[config.mk]
export PLATFORM = sky130hd
export DESIGN_NAME = core_address_decoder
export DESIGN_NICKNAME = d
export VERILOG_FILES = /design/src/rtl/core_decode_pkg.sv /design/src/rtl/env_strap_latch.sv /design/src/rtl/core_address_decoder.sv
export SDC_FILE = /design/constraint.sdc
export NUM_CORES = 1
export LEC_CHECK = 0
export ABC_CLOCK_PERIOD_IN_PS = 2200
export BUFFER_PORTS_ARGS = -buffer_cell sky130_fd_sc_hd__buf_2
export CAP_MARGIN = 40
export CORE_ASPECT_RATIO = 0.75
export CORE_UTILIZATION = 41
export DETAILED_ROUTE_END_ITERATION = 12
export PLACE_DENSITY = 0.76
export SKIP_CTS_REPAIR_TIMING = 1
export SLEW_MARGIN = 20
export SYNTH_ARGS = -nofsm -noshare
export SYNTH_HDL_FRONTEND = slang
export SYNTH_SLANG_ARGS = --single-unit
export TNS_END_PERCENT = 5
[constraint.sdc]
create_clock -name clk -period 2.2 [get_ports clk]
set_input_delay 0.11 -clock clk [delete_from_list [all_inputs] [get_ports clk]]
set_output_delay 0.11 -clock clk [all_outputs]
set_load 0.05 [all_outputs]
[src/rtl/core_decode_pkg.sv]
// shared constants for the core address decoder
package core_decode_pkg;
   localparam int unsigned ADDR_W = 21;
   typedef logic [20:0] addr_t;

   // region bounds (inclusive), core byte addresses
   localparam addr_t BASE_LO_END    = 21'h00dfff;
   localparam addr_t BOOT_BASE_END  = 21'h000fff;
   localparam addr_t RAM_BIG_START  = 21'h00e800;
   localparam addr_t RAM_SML_START  = 21'h00f000;
   localparam addr_t RAM_END        = 21'h00f7ff;
   localparam addr_t FLCTL_START    = 21'h00f880;
   localparam addr_t FLCTL_END      = 21'h00f8ff;
   localparam addr_t SECREG_START   = 21'h00f900;
   localparam addr_t SECREG_END     = 21'h00f90a;
   localparam addr_t BIUREG_START   = 21'h00f980;
   localparam addr_t BIUREG_END     = 21'h00f98f;
   localparam addr_t DMAREG_START   = 21'h00fa00;
   localparam addr_t DMAREG_END     = 21'h00fa7f;
   localparam addr_t IOEXP_START    = 21'h00fb00;
   localparam addr_t IOEXP_END      = 21'h00fbff;
   localparam addr_t PERIPH_START   = 21'h00fc00;
   localparam addr_t PERIPH_END     = 21'h00ffff;
   localparam addr_t BASE_HI_START  = 21'h010000;
   localparam addr_t BASE_HI_END    = 21'h01ffff;
   localparam addr_t SLOW_START     = 21'h020000;
   localparam addr_t MID_END        = 21'h0fffff;
   localparam addr_t XMEM_START     = 21'h100000;
   localparam addr_t XMEM_END       = 21'h1fffff;
   localparam addr_t XMEM_ALIAS_MSK = 21'h0fffff;

   // device variants
   typedef enum logic [1:0]
   {
      VAR_SMALL_FLASH = 2'h0,
      VAR_LARGE_FLASH = 2'h1,
      VAR_BOOT_ROM    = 2'h2
   } variant_e;

   // operating environments
   typedef enum logic [1:0]
   {
      ENV_PRODUCTION  = 2'h0,
      ENV_ONBOARD_DBG = 2'h1,
      ENV_DEVELOPMENT = 2'h2,
      ENV_PROGRAMMING = 2'h3
   } env_e;

   // strap capture: settle count reached before the latch; the environment is held 3 cycles after reset release
   localparam logic [1:0] STRAP_SETTLE_CYC = 2'h2;

   // one-hot target select bit positions
   localparam int unsigned SEL_W       = 10;
   localparam int unsigned SEL_FLASH   = 0;
   localparam int unsigned SEL_EXTBASE = 1;
   localparam int unsigned SEL_RAM     = 2;
   localparam int unsigned SEL_FLCTL   = 3;
   localparam int unsigned SEL_SECREG  = 4;
   localparam int unsigned SEL_BIUREG  = 5;
   localparam int unsigned SEL_DMAREG  = 6;
   localparam int unsigned SEL_IOEXP   = 7;
   localparam int unsigned SEL_PERIPH  = 8;
   localparam int unsigned SEL_XMEM    = 9;
endpackage

[src/rtl/env_strap_latch.sv]
// captures the operating environment from straps after reset release
`timescale 1ns/1ps
module env_strap_latch
   import core_decode_pkg::*;
(
   input  wire logic       clk,
   input  wire logic       resetn,
   input  wire logic [1:0] environment_straps,
   input  wire logic       tristate_strap,
   output env_e            env,
   output logic            env_valid
);
   logic [2:0] sync1_ff;
   logic [2:0] sync2_ff;
   logic [1:0] cnt_ff;
   logic [1:0] nxt_cnt;
   env_e       env_ff;
   env_e       nxt_env;
   logic       valid_ff;
   logic       nxt_valid;
   logic [2:0] strap_s;

   // pin synchroniser
   always_ff @(posedge clk or negedge resetn)
   begin
      if (!resetn)
      begin
         sync1_ff <= 3'h0;
         sync2_ff <= 3'h0;
      end
      else
      begin
         sync1_ff <= {tristate_strap, environment_straps};
         sync2_ff <= sync1_ff;
      end
   end

   assign strap_s = sync2_ff;

   // settle, then latch once and hold
   always_comb
   begin
      nxt_cnt   = cnt_ff;
      nxt_env   = env_ff;
      nxt_valid = valid_ff;
      if (!valid_ff)
      begin
         if (cnt_ff != STRAP_SETTLE_CYC)
            nxt_cnt = cnt_ff + 2'h1;
         else
         begin
            nxt_valid = 1'b1;
            case (strap_s[1:0])
               2'h0:    nxt_env = ENV_PRODUCTION;
               2'h2:    nxt_env = ENV_ONBOARD_DBG;
               2'h1:    nxt_env = ENV_DEVELOPMENT;
               default: nxt_env = ENV_PROGRAMMING;
            endcase
         end
      end
   end

   always_ff @(posedge clk or negedge resetn)
   begin
      if (!resetn)
      begin
         cnt_ff   <= 2'h0;
         env_ff   <= ENV_PRODUCTION;
         valid_ff <= 1'b0;
      end
      else
      begin
         cnt_ff   <= nxt_cnt;
         env_ff   <= nxt_env;
         valid_ff <= nxt_valid;
      end
   end

   assign env       = env_ff;
   assign env_valid = valid_ff;

   a_env_held: assert property (@(posedge clk) disable iff (!resetn)
      $past(valid_ff) |-> (valid_ff && $stable(env_ff)))
      else $error("environment changed after latch");
endmodule

[src/rtl/core_address_decoder.sv]
// core address space decoder steering accesses to one target
`timescale 1ns/1ps
// Behaviour
// - one 2 Mbyte core space for all targets
// - base memory internal, or external in development
// - reserved addresses select nothing, undefined
// - flash variants: 0 to DFFF base memory
// - large flash: RAM E800 to F7FF
// - small flash, boot ROM: RAM F000-F7FF
// - F880 to F8FF flash control registers
// - F900 to F90A security registers
// - F980 to F98F bus interface unit registers
// - FA00 to FA7F DMA registers
// - FB00 to FBFF I/O expansion
// - FC00 to FFFF peripheral registers
// - large flash: 10000-1FFFF base memory continues
// - large flash: 20000-FFFFF external only in development
// - small flash: 10000-FFFFF reserved/external, or expansion on boot ROM
// - 100000-1FFFFF expansion memory on all variants
// - expansion memory only in large package
// - boot ROM: base memory only 0 to FFF
// - boot ROM: 1000-DFFF expansion memory
// - boot ROM expansion 1 Mbyte, low/high aliased
// - environment latched from straps after reset
module core_address_decoder
   import core_decode_pkg::*;
(
   input  wire logic              clk,
   input  wire logic              resetn,
   input  wire logic [1:0]        environment_straps,
   input  wire logic              tristate_strap,
   input  wire logic [1:0]        variant,
   input  wire logic              large_package,
   input  wire logic              access_valid,
   input  wire logic [20:0]       core_addr,
   output logic [SEL_W-1:0]       target_sel,
   output logic [19:0]            xmem_addr,
   output logic                   access_unmapped,
   output env_e                   environment,
   output logic                   environment_valid
);
   env_e       env_w;
   logic       env_valid_w;
   logic       pkg_s1_ff;
   logic       pkg_s2_ff;
   logic [SEL_W-1:0] sel;
   logic       dev_env;
   logic       base_sel;
   variant_e   var_w;

   // region hits and qualifiers used only by the checks
   logic       live_acc;
   logic       hit_base_lo;
   logic       hit_boot_base;
   logic       hit_ram_big;
   logic       hit_ram_sml;
   logic       hit_secreg;
   logic       hit_biureg;
   logic       hit_dmareg;
   logic       hit_ioexp;
   logic       hit_periph;
   logic       hit_base_hi;
   logic       hit_slow;
   logic       hit_mid;
   logic       hit_xmem;
   logic       is_large;
   logic       is_small;
   logic       is_boot;
   logic       dev_seen;

   // inclusive range check
   function automatic logic in_rng(input addr_t a, input addr_t lo, input addr_t hi);
      in_rng = (a >= lo) && (a <= hi);
   endfunction

   env_strap_latch u_env
   (
      .clk                (clk),
      .resetn             (resetn),
      .environment_straps (environment_straps),
      .tristate_strap     (tristate_strap),
      .env                (env_w),
      .env_valid          (env_valid_w)
   );

   // package strap synchroniser
   always_ff @(posedge clk or negedge resetn)
   begin
      if (!resetn)
      begin
         pkg_s1_ff <= 1'b0;
         pkg_s2_ff <= 1'b0;
      end
      else
      begin
         pkg_s1_ff <= large_package;
         pkg_s2_ff <= pkg_s1_ff;
      end
   end

   assign var_w   = variant_e'(variant);
   assign dev_env = (env_w == ENV_DEVELOPMENT);

   // region decode
   always_comb
   begin
      sel      = '0;
      base_sel = 1'b0;
      if (access_valid && env_valid_w && env_w != ENV_PROGRAMMING)
      begin
         if (var_w == VAR_BOOT_ROM)
         begin
            if (in_rng(core_addr, '0, BOOT_BASE_END))
               base_sel = 1'b1;
            else if (in_rng(core_addr, BOOT_BASE_END + 21'h1, BASE_LO_END))
               sel[SEL_XMEM] = pkg_s2_ff;
            else if (in_rng(core_addr, BASE_HI_START, MID_END))
               sel[SEL_XMEM] = pkg_s2_ff;
         end
         else if (var_w == VAR_SMALL_FLASH || var_w == VAR_LARGE_FLASH)
         begin
            if (in_rng(core_addr, '0, BASE_LO_END))
               base_sel = 1'b1;
            else if (var_w == VAR_LARGE_FLASH && in_rng(core_addr, BASE_HI_START, BASE_HI_END))
               base_sel = 1'b1;
            else if (var_w == VAR_LARGE_FLASH && in_rng(core_addr, SLOW_START, MID_END))
               sel[SEL_EXTBASE] = dev_env;
            else if (var_w == VAR_SMALL_FLASH && in_rng(core_addr, BASE_HI_START, MID_END))
               sel[SEL_EXTBASE] = dev_env;
         end
         // system RAM by variant
         if (var_w == VAR_LARGE_FLASH && in_rng(core_addr, RAM_BIG_START, RAM_END))
            sel[SEL_RAM] = 1'b1;
         if (var_w != VAR_LARGE_FLASH && var_w != 2'h3
             && in_rng(core_addr, RAM_SML_START, RAM_END))
            sel[SEL_RAM] = 1'b1;
         // register blocks common to all variants
         sel[SEL_FLCTL]  = in_rng(core_addr, FLCTL_START, FLCTL_END);
         sel[SEL_SECREG] = in_rng(core_addr, SECREG_START, SECREG_END);
         sel[SEL_BIUREG] = in_rng(core_addr, BIUREG_START, BIUREG_END);
         sel[SEL_DMAREG] = in_rng(core_addr, DMAREG_START, DMAREG_END);
         sel[SEL_IOEXP]  = in_rng(core_addr, IOEXP_START, IOEXP_END);
         sel[SEL_PERIPH] = in_rng(core_addr, PERIPH_START, PERIPH_END);
         if (var_w != 2'h3 && in_rng(core_addr, XMEM_START, XMEM_END))
            sel[SEL_XMEM] = pkg_s2_ff;
         // base memory target by environment
         if (base_sel)
         begin
            sel[SEL_FLASH]   = !dev_env;
            sel[SEL_EXTBASE] = dev_env;
         end
      end
   end

   assign target_sel        = sel;
   assign access_unmapped   = access_valid && (sel == '0);
   assign xmem_addr         = core_addr[19:0] & XMEM_ALIAS_MSK[19:0];
   assign environment       = env_w;
   assign environment_valid = env_valid_w;

   // region hits that the checks below build on
   assign live_acc      = access_valid && environment_valid && (environment != ENV_PROGRAMMING);
   assign hit_base_lo   = (core_addr <= BASE_LO_END);
   assign hit_boot_base = (core_addr <= BOOT_BASE_END);
   assign hit_ram_big   = in_rng(core_addr, RAM_BIG_START, RAM_END);
   assign hit_ram_sml   = in_rng(core_addr, RAM_SML_START, RAM_END);
   assign hit_secreg    = in_rng(core_addr, SECREG_START, SECREG_END);
   assign hit_biureg    = in_rng(core_addr, BIUREG_START, BIUREG_END);
   assign hit_dmareg    = in_rng(core_addr, DMAREG_START, DMAREG_END);
   assign hit_ioexp     = in_rng(core_addr, IOEXP_START, IOEXP_END);
   assign hit_periph    = in_rng(core_addr, PERIPH_START, PERIPH_END);
   assign hit_base_hi   = in_rng(core_addr, BASE_HI_START, BASE_HI_END);
   assign hit_slow      = in_rng(core_addr, SLOW_START, MID_END);
   assign hit_mid       = in_rng(core_addr, BASE_HI_START, MID_END);
   assign hit_xmem      = (core_addr >= XMEM_START);
   assign is_large      = (variant == VAR_LARGE_FLASH);
   assign is_small      = (variant == VAR_SMALL_FLASH);
   assign is_boot       = (variant == VAR_BOOT_ROM);
   assign dev_seen      = (environment == ENV_DEVELOPMENT);

   // select shape
   a_one_hot_sel: assert property (@(posedge clk) disable iff (!resetn)
      $onehot0(target_sel))
      else $error("more than one target selected");

   a_idle_quiet: assert property (@(posedge clk) disable iff (!resetn)
      !access_valid |-> ((target_sel == '0) && !access_unmapped))
      else $error("select without access");

   a_early_quiet: assert property (@(posedge clk) disable iff (!resetn)
      !environment_valid |-> (target_sel == '0))
      else $error("select before environment held");

   a_prog_quiet: assert property (@(posedge clk) disable iff (!resetn)
      (environment == ENV_PROGRAMMING) |-> (target_sel == '0))
      else $error("select in programming environment");

   a_unmapped_flag: assert property (@(posedge clk) disable iff (!resetn)
      access_valid |-> (access_unmapped == (target_sel == '0)))
      else $error("unmapped flag wrong");

   // base memory
   a_base_low: assert property (@(posedge clk) disable iff (!resetn)
      live_acc && (is_small || is_large) && hit_base_lo
      |-> (target_sel[SEL_FLASH] || target_sel[SEL_EXTBASE]))
      else $error("low base memory not selected");

   a_base_flash: assert property (@(posedge clk) disable iff (!resetn)
      live_acc && (is_small || is_large) && hit_base_lo && !dev_seen |-> target_sel[SEL_FLASH])
      else $error("internal flash not selected");

   a_base_ext: assert property (@(posedge clk) disable iff (!resetn)
      live_acc && (is_small || is_large) && hit_base_lo && dev_seen |-> target_sel[SEL_EXTBASE])
      else $error("external base not selected");

   a_flash_env: assert property (@(posedge clk) disable iff (!resetn)
      target_sel[SEL_FLASH] |-> (environment != ENV_DEVELOPMENT))
      else $error("internal flash selected in development");

   a_ext_dev_only: assert property (@(posedge clk) disable iff (!resetn)
      target_sel[SEL_EXTBASE] |-> dev_seen)
      else $error("external base outside development");

   a_base_hi_map: assert property (@(posedge clk) disable iff (!resetn)
      live_acc && is_large && hit_base_hi
      |-> (target_sel[SEL_FLASH] || target_sel[SEL_EXTBASE]))
      else $error("upper base memory not selected");

   a_slow_dev: assert property (@(posedge clk) disable iff (!resetn)
      live_acc && is_large && hit_slow |-> (target_sel[SEL_EXTBASE] == dev_seen))
      else $error("slow zone select wrong");

   a_slow_reserved: assert property (@(posedge clk) disable iff (!resetn)
      live_acc && is_large && hit_slow && !dev_seen |-> (target_sel == '0))
      else $error("reserved slow zone selected");

   a_mid_small: assert property (@(posedge clk) disable iff (!resetn)
      live_acc && is_small && hit_mid |-> (target_sel[SEL_EXTBASE] == dev_seen))
      else $error("small variant mid region wrong");

   a_boot_base: assert property (@(posedge clk) disable iff (!resetn)
      (variant == VAR_BOOT_ROM && (target_sel[SEL_FLASH] || target_sel[SEL_EXTBASE]))
      |-> (core_addr <= BOOT_BASE_END))
      else $error("boot ROM base memory too large");

   a_boot_base_map: assert property (@(posedge clk) disable iff (!resetn)
      live_acc && is_boot && hit_boot_base
      |-> (target_sel[SEL_FLASH] || target_sel[SEL_EXTBASE]))
      else $error("boot base not selected");

   // system RAM
   a_ram_large: assert property (@(posedge clk) disable iff (!resetn)
      (target_sel[SEL_RAM] && core_addr < RAM_SML_START) |-> (variant == VAR_LARGE_FLASH))
      else $error("low RAM selected on small variant");

   a_ram_big_map: assert property (@(posedge clk) disable iff (!resetn)
      live_acc && is_large && hit_ram_big |-> target_sel[SEL_RAM])
      else $error("large RAM not selected");

   a_ram_top_edge: assert property (@(posedge clk) disable iff (!resetn)
      (core_addr == RAM_END + 21'h1) |-> !target_sel[SEL_RAM])
      else $error("RAM window too large");

   a_ram_sml_map: assert property (@(posedge clk) disable iff (!resetn)
      live_acc && (is_small || is_boot) && hit_ram_sml |-> target_sel[SEL_RAM])
      else $error("small RAM not selected");

   a_ram_sml_gap: assert property (@(posedge clk) disable iff (!resetn)
      (!is_large && core_addr < RAM_SML_START) |-> !target_sel[SEL_RAM])
      else $error("small RAM starts too low");

   // register windows
   a_flctl_map: assert property (@(posedge clk) disable iff (!resetn)
      (environment_valid && access_valid && environment != ENV_PROGRAMMING
       && core_addr >= FLCTL_START && core_addr <= FLCTL_END)
      |-> target_sel[SEL_FLCTL])
      else $error("flash control window not selected");

   a_flctl_edge: assert property (@(posedge clk) disable iff (!resetn)
      (core_addr == FLCTL_START - 21'h1) |-> !target_sel[SEL_FLCTL])
      else $error("flash control window too low");

   a_sec_map: assert property (@(posedge clk) disable iff (!resetn)
      live_acc && hit_secreg |-> target_sel[SEL_SECREG])
      else $error("security window not selected");

   a_sec_edge: assert property (@(posedge clk) disable iff (!resetn)
      (core_addr == SECREG_END + 21'h1) |-> !target_sel[SEL_SECREG])
      else $error("security window too large");

   a_biu_map: assert property (@(posedge clk) disable iff (!resetn)
      live_acc && hit_biureg |-> target_sel[SEL_BIUREG])
      else $error("bus unit window not selected");

   a_biu_edge: assert property (@(posedge clk) disable iff (!resetn)
      (core_addr == BIUREG_END + 21'h1) |-> !target_sel[SEL_BIUREG])
      else $error("bus unit window too large");

   a_dma_map: assert property (@(posedge clk) disable iff (!resetn)
      live_acc && hit_dmareg |-> target_sel[SEL_DMAREG])
      else $error("DMA window not selected");

   a_dma_edge: assert property (@(posedge clk) disable iff (!resetn)
      (core_addr == DMAREG_END + 21'h1) |-> !target_sel[SEL_DMAREG])
      else $error("DMA window too large");

   a_ioexp_map: assert property (@(posedge clk) disable iff (!resetn)
      target_sel[SEL_IOEXP] |-> (core_addr[20:8] == IOEXP_START[20:8]))
      else $error("I/O expansion select outside window");

   a_ioexp_full: assert property (@(posedge clk) disable iff (!resetn)
      live_acc && hit_ioexp |-> target_sel[SEL_IOEXP])
      else $error("I/O expansion not selected");

   a_periph_map: assert property (@(posedge clk) disable iff (!resetn)
      live_acc && hit_periph |-> target_sel[SEL_PERIPH])
      else $error("peripheral window not selected");

   // expansion memory
   a_xmem_pkg: assert property (@(posedge clk) disable iff (!resetn)
      target_sel[SEL_XMEM] |-> pkg_s2_ff)
      else $error("expansion memory selected in small package");

   a_xmem_small_pkg: assert property (@(posedge clk) disable iff (!resetn)
      live_acc && !pkg_s2_ff && hit_xmem |-> (target_sel == '0))
      else $error("top region selected in small package");

   a_xmem_top: assert property (@(posedge clk) disable iff (!resetn)
      live_acc && variant != 2'h3 && hit_xmem |-> (target_sel[SEL_XMEM] == pkg_s2_ff))
      else $error("top expansion region wrong");

   a_mid_boot: assert property (@(posedge clk) disable iff (!resetn)
      live_acc && is_boot && hit_mid |-> (target_sel[SEL_XMEM] == pkg_s2_ff))
      else $error("boot mid region wrong");

   a_boot_low_xmem: assert property (@(posedge clk) disable iff (!resetn)
      live_acc && is_boot && hit_base_lo && !hit_boot_base
      |-> (target_sel[SEL_XMEM] == pkg_s2_ff))
      else $error("boot low expansion wrong");

   a_xmem_alias: assert property (@(posedge clk) disable iff (!resetn)
      target_sel[SEL_XMEM] |-> (xmem_addr == core_addr[19:0]))
      else $error("expansion address not aliased");

   // environment
   a_env_steady: assert property (@(posedge clk) disable iff (!resetn)
      environment_valid |=> environment_valid && $stable(environment))
      else $error("environment not held");

   // main scenarios reached
   c_ram_hit: cover property (@(posedge clk) disable iff (!resetn) target_sel[SEL_RAM]);
   c_boot_low: cover property (@(posedge clk) disable iff (!resetn)
      is_boot && hit_base_lo && target_sel[SEL_XMEM]);
   c_xmem_hit: cover property (@(posedge clk) disable iff (!resetn) target_sel[SEL_XMEM]);
   c_ext_base: cover property (@(posedge clk) disable iff (!resetn) target_sel[SEL_EXTBASE]);
   c_unmapped: cover property (@(posedge clk) disable iff (!resetn) access_unmapped);
endmodule

==> impl.org, run 1 <==
** Outcome
- Result of the run :: complete, but fails checks
- The checks that failed: design-rule violations.

** STA
- Tcrit/Tclk final :: between 90 and 100%
- Measured slew at the worst slew-check pin :: ~0.48 ns
- Final setup violation count :: 0
- Max Slew Vio Count :: 0
- On the final layout, the worst hold slack is around 0.23 ns.
- Fin. Hold Viols :: 0
- RSZ-0062 raised after global routing :: yes
- Relative max-transition margin :: 67.7%
- The worst path needs around 2.2 ns of the cycle, external delays included.
- Across the routed clock network, the largest skew measured is approximately 0.0035 ns.
- Fmax :: 459 MHz

** CTS
- After clock tree synthesis, the clock-pin slew on the worst setup and hold paths is approximately 0.07 ns.
- No sink is reached through more buffers than the 2 on the longest clock path.
- TritonCTS clock tree :: done
- CTS placed an instance of sky130_fd_sc_hd__clkbuf_4 at the clock tree root.
- Clock sink total :: 11
- CTS Buf Count :: 3
- H-tree Lvls :: 1
- Later-pin clock latency in the skew report :: between 0.2 and 0.3 ns

** Layout
- Total number of nets in the final design :: 191
- Share of layout cells above drive strength 1 :: roughly 57%
- Final Util :: about 62%
- Most common library cell in the layout ignoring fill and taps :: sky130_fd_sc_hd__buf_2
- In the layout the commonest cells are 61 x sky130_fd_sc_hd__buf_2, 8 x sky130_fd_sc_hd__nand2_1, 8 x sky130_fd_sc_hd__dfrtp_1, 7 x sky130_fd_sc_hd__nor2_1, 6 x sky130_fd_sc_hd__buf_4.
- Summing all non-filler instances in the final layout gives an area of around 1300 sq um.
- Filler Cells Inserted :: 195
- 0 antenna diodes ended up in the layout.
- Relative to the synthesized area, the layout overhead comes to 37.6%.

** Worst setup path
- Critical path class :: flop to output pin
- R2R setup slack :: 0.93 ns
- Required @ worst endpoint :: 2.09 ns
- Critical path fanouts, max :: 3
- CP Launch Type :: flop
- Crit Reg-Reg Startpoint :: u_env.cnt_ff[0]
- Arrival time at the worst endpoint :: between 2 and 2.5 ns
- The worst register-to-register path ends at u_env.env[1].
- Measured in cells, the most critical reg-to-reg path has a length of 4.
- Endpoint kind of the worst setup timing path :: output pin

** Placed design
- At the end of routability-driven placement, the weighted congestion stood at a little under 0.8.
- After detailed placement, the total cell area comes to 1150 sq um.
- Port buffering added 62 buffers.
- Dpl hpwl :: ~1800 um

** Synthesis
- Synthesized net count :: around 140
- Avg Cell Area, Syn :: 8.99 sq um
- For this run, the leading register cell type out of synthesis is sky130_fd_sc_hd__dfrtp_1.
- Number of different library cells in the post-synthesis netlist :: 42
- Synthesis produced a netlist whose cell count is 104.
- Counting flops with an async set or reset pin after synthesis yields a share of 100%.
- Summing every instance area after synthesis gives between 900 and 1000 sq um.
- Counting flops with a built-in enable in the synthesized netlist gives 0.
- Share of the yosys chip area belonging to registers :: around 30%
- The Yosys step of the flow raised 0 warnings.
- Synthesis inferred 11 register bits.

** Floorplan
- The floorplan step set the die height to around 43 um.
- After floorplanning, the core was sized to cover approximately 2100 sq um.
- Site Rows :: 14
- DIE AREA :: ~2500 sq um
- The die is 57.1 um wide.
- I/O pin cnt :: 64
- Once the floorplan was initialized, standard cells occupied between 40% and 50% of the core.

** Global route
- The via count of the first global-routing pass is ~860.
- The initial antenna violation count came to 0.
- Total global-route track usage :: about 18%
- Global-route wire length before repair :: around 3500 um
- Maximum number of pins on one net before global-route repair :: 12
- The total overflow left after global routing is 0.

** Drt
- The first detailed-routing pass ran for 11 iterations.
- In the routed design, unresolved DRC markers number 14.
- Number of vias per cell :: roughly 5.4
- Summing over every cut layer, the via total after detailed routing is between 900 and 1000.
- Wirelength, routed :: ~2300 um
- Dividing the detail-routed wire length by the instance count gives ~12 um.
- The detail route stage leaves a number of antenna-violating nets equal to 0.
- First DRT Iteration DRCs :: slightly below 70

** Min path
- Path type of the worst min-delay path :: input pin to async pin

** Power and ir drop
- Lkg Pwr :: around 0.61 nW
- Peak supply drop :: 0.000490 V
- Cell area power density :: ~440 nW/um^2

** Flow run
- Max-cap violations in this run came to 0.
[cell type report]
cell class                 count  area [sq um]  share of cell area, %
sequential                    11           279                   21.7
multi-input combinational     68           534                   41.5
timing repair buffer          72           402                   31.2
tap                           24          30.0                   2.33
inverter                       4          15.0                   1.17
clock buffer                   4          26.3                   2.04
[synth_stat cells, types with 2 or more instances]
cell	instances	area (sq um)
sky130_fd_sc_hd__mux2i_1	2	20.0
sky130_fd_sc_hd__nor3_1	3	15.0
sky130_fd_sc_hd__o211ai_2	2	25.0
sky130_fd_sc_hd__nor4_1	3	18.8
sky130_fd_sc_hd__dfrtp_1	11	275
sky130_fd_sc_hd__mux2_2	2	22.5
sky130_fd_sc_hd__nor2_1	7	26.3
sky130_fd_sc_hd__nand2_1	9	33.8
sky130_fd_sc_hd__buf_4	20	150
sky130_fd_sc_hd__inv_1	4	15.0
sky130_fd_sc_hd__a31oi_1	2	12.5
sky130_fd_sc_hd__or3_1	2	12.5
sky130_fd_sc_hd__nand3_1	3	15.0
sky130_fd_sc_hd__nand4_1	3	18.8
sky130_fd_sc_hd__a21oi_1	2	10.0
sky130_fd_sc_hd__nor2b_1	3	18.8
[per-layer routing]
layer | vias up | global-route usage [%] | part of all wire (%)
li1 | 486 | - | -
met4 | 0 | 7.80 | 0.75
met3 | 2 | 1.79 | 6.0
met2 | 45 | 32.7 | 51
met1 | 463 | 21.2 | 43
met5 | - | 0 | 0
[registers in the layout, summed over array words and instances, names as in the netlist]
signal           cells
u_env.env            2
pkg_s1_ff            1
u_env.cnt_ff         2
pkg_s2_ff            1
u_env.env_valid      1
u_env.sync1_ff       2
u_env.strap_s        2
[through the flow]
step,cells,power (mW),TNS (ns),worst slack (ns)
detailed placement,169,0.421,0,0.101
CTS,173,0.554,-0.0293,-0.0293
finish,183,0.566,0,0.0199
floorplan,104,0.371,-0.700,-0.379
global placement,169,0.417,0,0.0882
global route,183,0.597,-0.0584,-0.0584
[power breakdown]
part / internal [mW] / switching (mW) / total [mW]
Sequential: 0.210 / 0.00280 / 0.213
Combinational: 0.0703 / 0.152 / 0.222
Clock: 0.0700 / 0.0606 / 0.131
[how the worst max path moves through the flow]
stage / cells after the start / slack, ns / endpoint / start
after floorplan: 5 / -0.38 / access_unmapped / u_env.env[0]
after global placement: 7 / 0.09 / access_unmapped / core_addr[12]
after detailed placement: 7 / 0.10 / access_unmapped / core_addr[12]
after CTS: 6 / -0.03 / access_unmapped / u_env.env[1]
after global routing: 6 / -0.06 / access_unmapped / u_env.env_valid
final: 6 / 0.02 / access_unmapped / u_env.env_valid
[critical path, cell delays in order, from the launching register on]
cell	delay [ns]
sky130_fd_sc_hd__dfrtp_2	0.42
sky130_fd_sc_hd__and4b_2	0.24
sky130_fd_sc_hd__nand4_1	0.12
sky130_fd_sc_hd__o211ai_4	0.09
sky130_fd_sc_hd__or4b_4	0.51
sky130_fd_sc_hd__nor4_4	0.23
sky130_fd_sc_hd__buf_6	0.19
[cell families (layout without fill, tap and decap cells)]
group | Yosys count | count (layout) | synth area share (%)
buf+inv | 25 | 80 | 18.1
mux | 4 | 4 | 4.55
xor+xnor | 1 | 1 | 0.937
compound gates | 18 | 18 | 16.1
simple gates | 44 | 44 | 29.6
flops | 11 | 11 | 29.5
fa+ha+maj | 1 | 1 | 1.34
(Power assumes the default switching activity.)
==> run 2, diff against run 1 <==
--- a/config.mk
+++ b/config.mk
@@ -11,6 +11,7 @@
 export CORE_ASPECT_RATIO = 0.75
 export CORE_UTILIZATION = 41
 export DETAILED_ROUTE_END_ITERATION = 12
+export MAX_ROUTING_LAYER = met4
 export PLACE_DENSITY = 0.76
 export SKIP_CTS_REPAIR_TIMING = 1
 export SLEW_MARGIN = 20
==> impl.org, run 2 (synthesis results as in run 1) <==
** Power and ir drop
- Cell-internal power :: 0.350 mW (about the same)
- The clock power share came to 23.1% (about the same).
- Peak supply drop :: 0.000490 V (about the same)
- Combinational share of power :: 39.3% (about the same)
- The net switching power was 0.215 mW (about the same).
- The switching share of power was 38.1% (about the same).
- The power density over cell area is 440 nW/um^2 (about the same).
- The share of power burned in registers came to 37.6% (about the same).
- The reported leakage power came to 0.608 nW (unchanged).

** Worst setup path
- The peak fanout along the critical path was 3 (unchanged).
- Endpoint kind of the worst setup timing path :: output pin
- CP Launch Type :: flop
- The logic depth of the worst register-to-register path was 4 (unchanged).
- Crit-path max cell delay :: 0.51 ns (about the same)
- In this design, the largest share of critical-path delay is due to simple AND/OR/NAND/NOR gates.
- The critical path is of the flop to output pin type.
- Arrival time at the worst endpoint :: 2.07 ns (about the same)
- The startpoint identified for the worst register-to-register timing path is u_env.cnt_ff[0].
- Critical path depth in cells :: 6 (unchanged)
- The critical path goes through and4b_2, nand4_1, o211ai_4, or4b_4, nor4_4, buf_6.
- The endpoint identified for the worst register-to-register timing path is u_env.env[1].
- Critical path buffer and inverter count :: 1 (unchanged)
- The critical path starts at u_env.env_valid.
- R2R setup slack :: 0.93 ns (about the same)
- The critical path ends at access_unmapped.
- The endpoint required time on the critical path was 2.09 ns (about the same).
- Master of the slowest instance on the critical path :: sky130_fd_sc_hd__or4b_4

** Placed design
- The instance area after placement came to 1150 sq um (unchanged).
- Input/output buffers :: 62 (unchanged)
- Total placed cells including tap cells :: 169 (unchanged)
- The placer's final routability congestion estimate came to 0.789 (+1.4%).
- The post-detailed-placement half-perimeter wirelength came to 1770 um (unchanged).

** STA
- Smallest hold slack :: 0.234 ns (+0.000420 ns)
- Measured slew at the worst slew-check pin :: 0.484 ns (unchanged)
- Setup repair after global routing could not meet its margin everywhere.
- The share of the clock period used by the worst path was 99.1% (about the same).
- Fin. Hold Viols :: 0 (unchanged)
- The clock period minus final worst setup slack is 2.18 ns (-0.0000888 ns).
- Final setup violation count :: 0 (unchanged)
- Relative max-transition margin :: 67.7% (unchanged)
- The maximum clock rate came to 459 MHz (about the same).
- The number of max-slew violations in the final report is 0 (unchanged).
- Worst clock skew on the final layout :: 0.00343 ns (-0.0000272 ns)

** Flow run
- The number of max-capacitance violations reported came to 0 (unchanged).

** CTS
- The number of sinks on the clock net was 11 (unchanged).
- Later-pin clock latency in the skew report :: 0.26 ns (about the same)
- CTS Buf Count :: 3 (unchanged)
- The maximum buffer depth of the clock tree is 2 (unchanged).
- TritonCTS built the clock tree.
- Reg clk slew, reported paths :: 0.07 ns (about the same)
- The tree is rooted in a sky130_fd_sc_hd__clkbuf_4.
- The depth of the CTS H-tree is 1 (unchanged).

** Layout
- Number of antenna diodes :: 0 (unchanged)
- Area growth from synthesis to layout :: 37.6% (unchanged)
- In the layout the commonest cells are 61 x sky130_fd_sc_hd__buf_2, 8 x sky130_fd_sc_hd__nand2_1, 8 x sky130_fd_sc_hd__dfrtp_1, 7 x sky130_fd_sc_hd__nor2_1, 6 x sky130_fd_sc_hd__buf_4.
- The share of cells above drive strength 1 was 57.2% (unchanged).
- The number of fill cells in the layout was 195 (unchanged).
- Final cell count without fillers :: 183 (unchanged)
- Final standard cell area without fillers :: 1290 sq um (unchanged)
- The count of nets after finishing came to 191 (unchanged).
- Area used by multi-input combinational logic :: 534 sq um (unchanged)
- Final Util :: 61.7% (unchanged)
- The library cell used most frequently in the layout, excluding fill and tap cells, is sky130_fd_sc_hd__buf_2.
- The area taken by flip-flops and latches was 279 sq um (unchanged).

** Floorplan
- Initial core utilization :: 44.8% (unchanged)
- The overall die area was 2480 sq um (unchanged).
- The die span in x was 57.1 um (unchanged).
- The core area came to 2080 sq um (unchanged).
- The chip height was 43.4 um (unchanged).
- The boundary pin count is 64 (unchanged).
- The number of placement rows is 14 (unchanged).

** Min path
- The path class of the tightest hold or removal check is input pin to async pin.

** Global route
- The maximum number of pins on one net before global-route repair was 12 (unchanged).
- The total routing resource utilization after global routing was 18.3% (+0.58 points).
- The via count of the first global-routing pass is 860 (-0.12%).
- The wire length of the first global-routing pass is 3460 um (unchanged).
- The initial antenna violation count was 0 (unchanged).
- The total grt overflow came to 0 (unchanged).

** Drt
- The post-detailed-route wirelength per cell came to 12.4 um (about the same).
- The DRC violation count after routing is 14 (unchanged).
- The number of vias per cell came to 5.46 (+0.30%).
- Wirelength, routed :: 2270 um (about the same)
- The total via count after detailed routing came to 999 (+0.30%).
- The DRC violation total after the first TritonRoute iteration came to 68 (unchanged).
- The iteration count of the initial detailed-routing pass was 10 (-1).
- Number of antenna-violating nets in the routed design :: 0 (unchanged)

** Outcome
- Violations in the final reports :: design-rule violations
- Result of the run :: complete, but fails checks
run 2: layer usage:
metal / track usage, % / up-vias / share of wire [%]
met5: - / - / 0
met4: 7.80 / 0 / 1.1
met1: 21.2 / 464 / 43
met2: 32.7 / 45 / 50
met3: 1.79 / 4 / 6.1
li1: - / 486 / -
run 2: worst min-delay path by stage:
stage,from,end,slack [ns],depth (start not counted)
2_1_floorplan,resetn,pkg_s1_ff,-0.19,0
3_3_place_gp,resetn,u_env.cnt_ff[0],-0.02,1
3_5_place_dp,resetn,u_env.sync1_ff[1],-0.01,1
4_1_cts,resetn,u_env.sync1_ff[1],-0.30,1
5_1_grt,resetn,u_env.env[0],0.24,2
6_report,resetn,u_env.env[1],0.23,2
run 2: layout make-up:
class                           instances  area share [%]
Timing Repair Buffer                   72            31.2
Tap cell                               24            2.33
Multi-Input combinational cell         68            41.5
Inverter                                4            1.17
Sequential cell                        11            21.7
Clock buffer                            4            2.04
run 2: power groups by stage:
stage | clock network, mW | registers (mW) | logic (mW)
3_3_place_gp | 0 | 0.217 | 0.200
6_report | 0.131 | 0.213 | 0.222
4_1_cts | 0.137 | 0.214 | 0.204
3_5_place_dp | 0 | 0.218 | 0.203
2_1_floorplan | 0 | 0.224 | 0.147
5_1_grt | 0.148 | 0.213 | 0.236
run 2: through the flow:
step | setup slack, ns | setup TNS, ns | power [mW]
3_5_place_dp | 0.101 | 0 | 0.421
5_1_grt | -0.0584 | -0.0584 | 0.597
2_1_floorplan | -0.379 | -0.700 | 0.371
3_3_place_gp | 0.0882 | 0 | 0.417
4_1_cts | -0.0293 | -0.0293 | 0.554
6_report | 0.0200 | 0 | 0.566
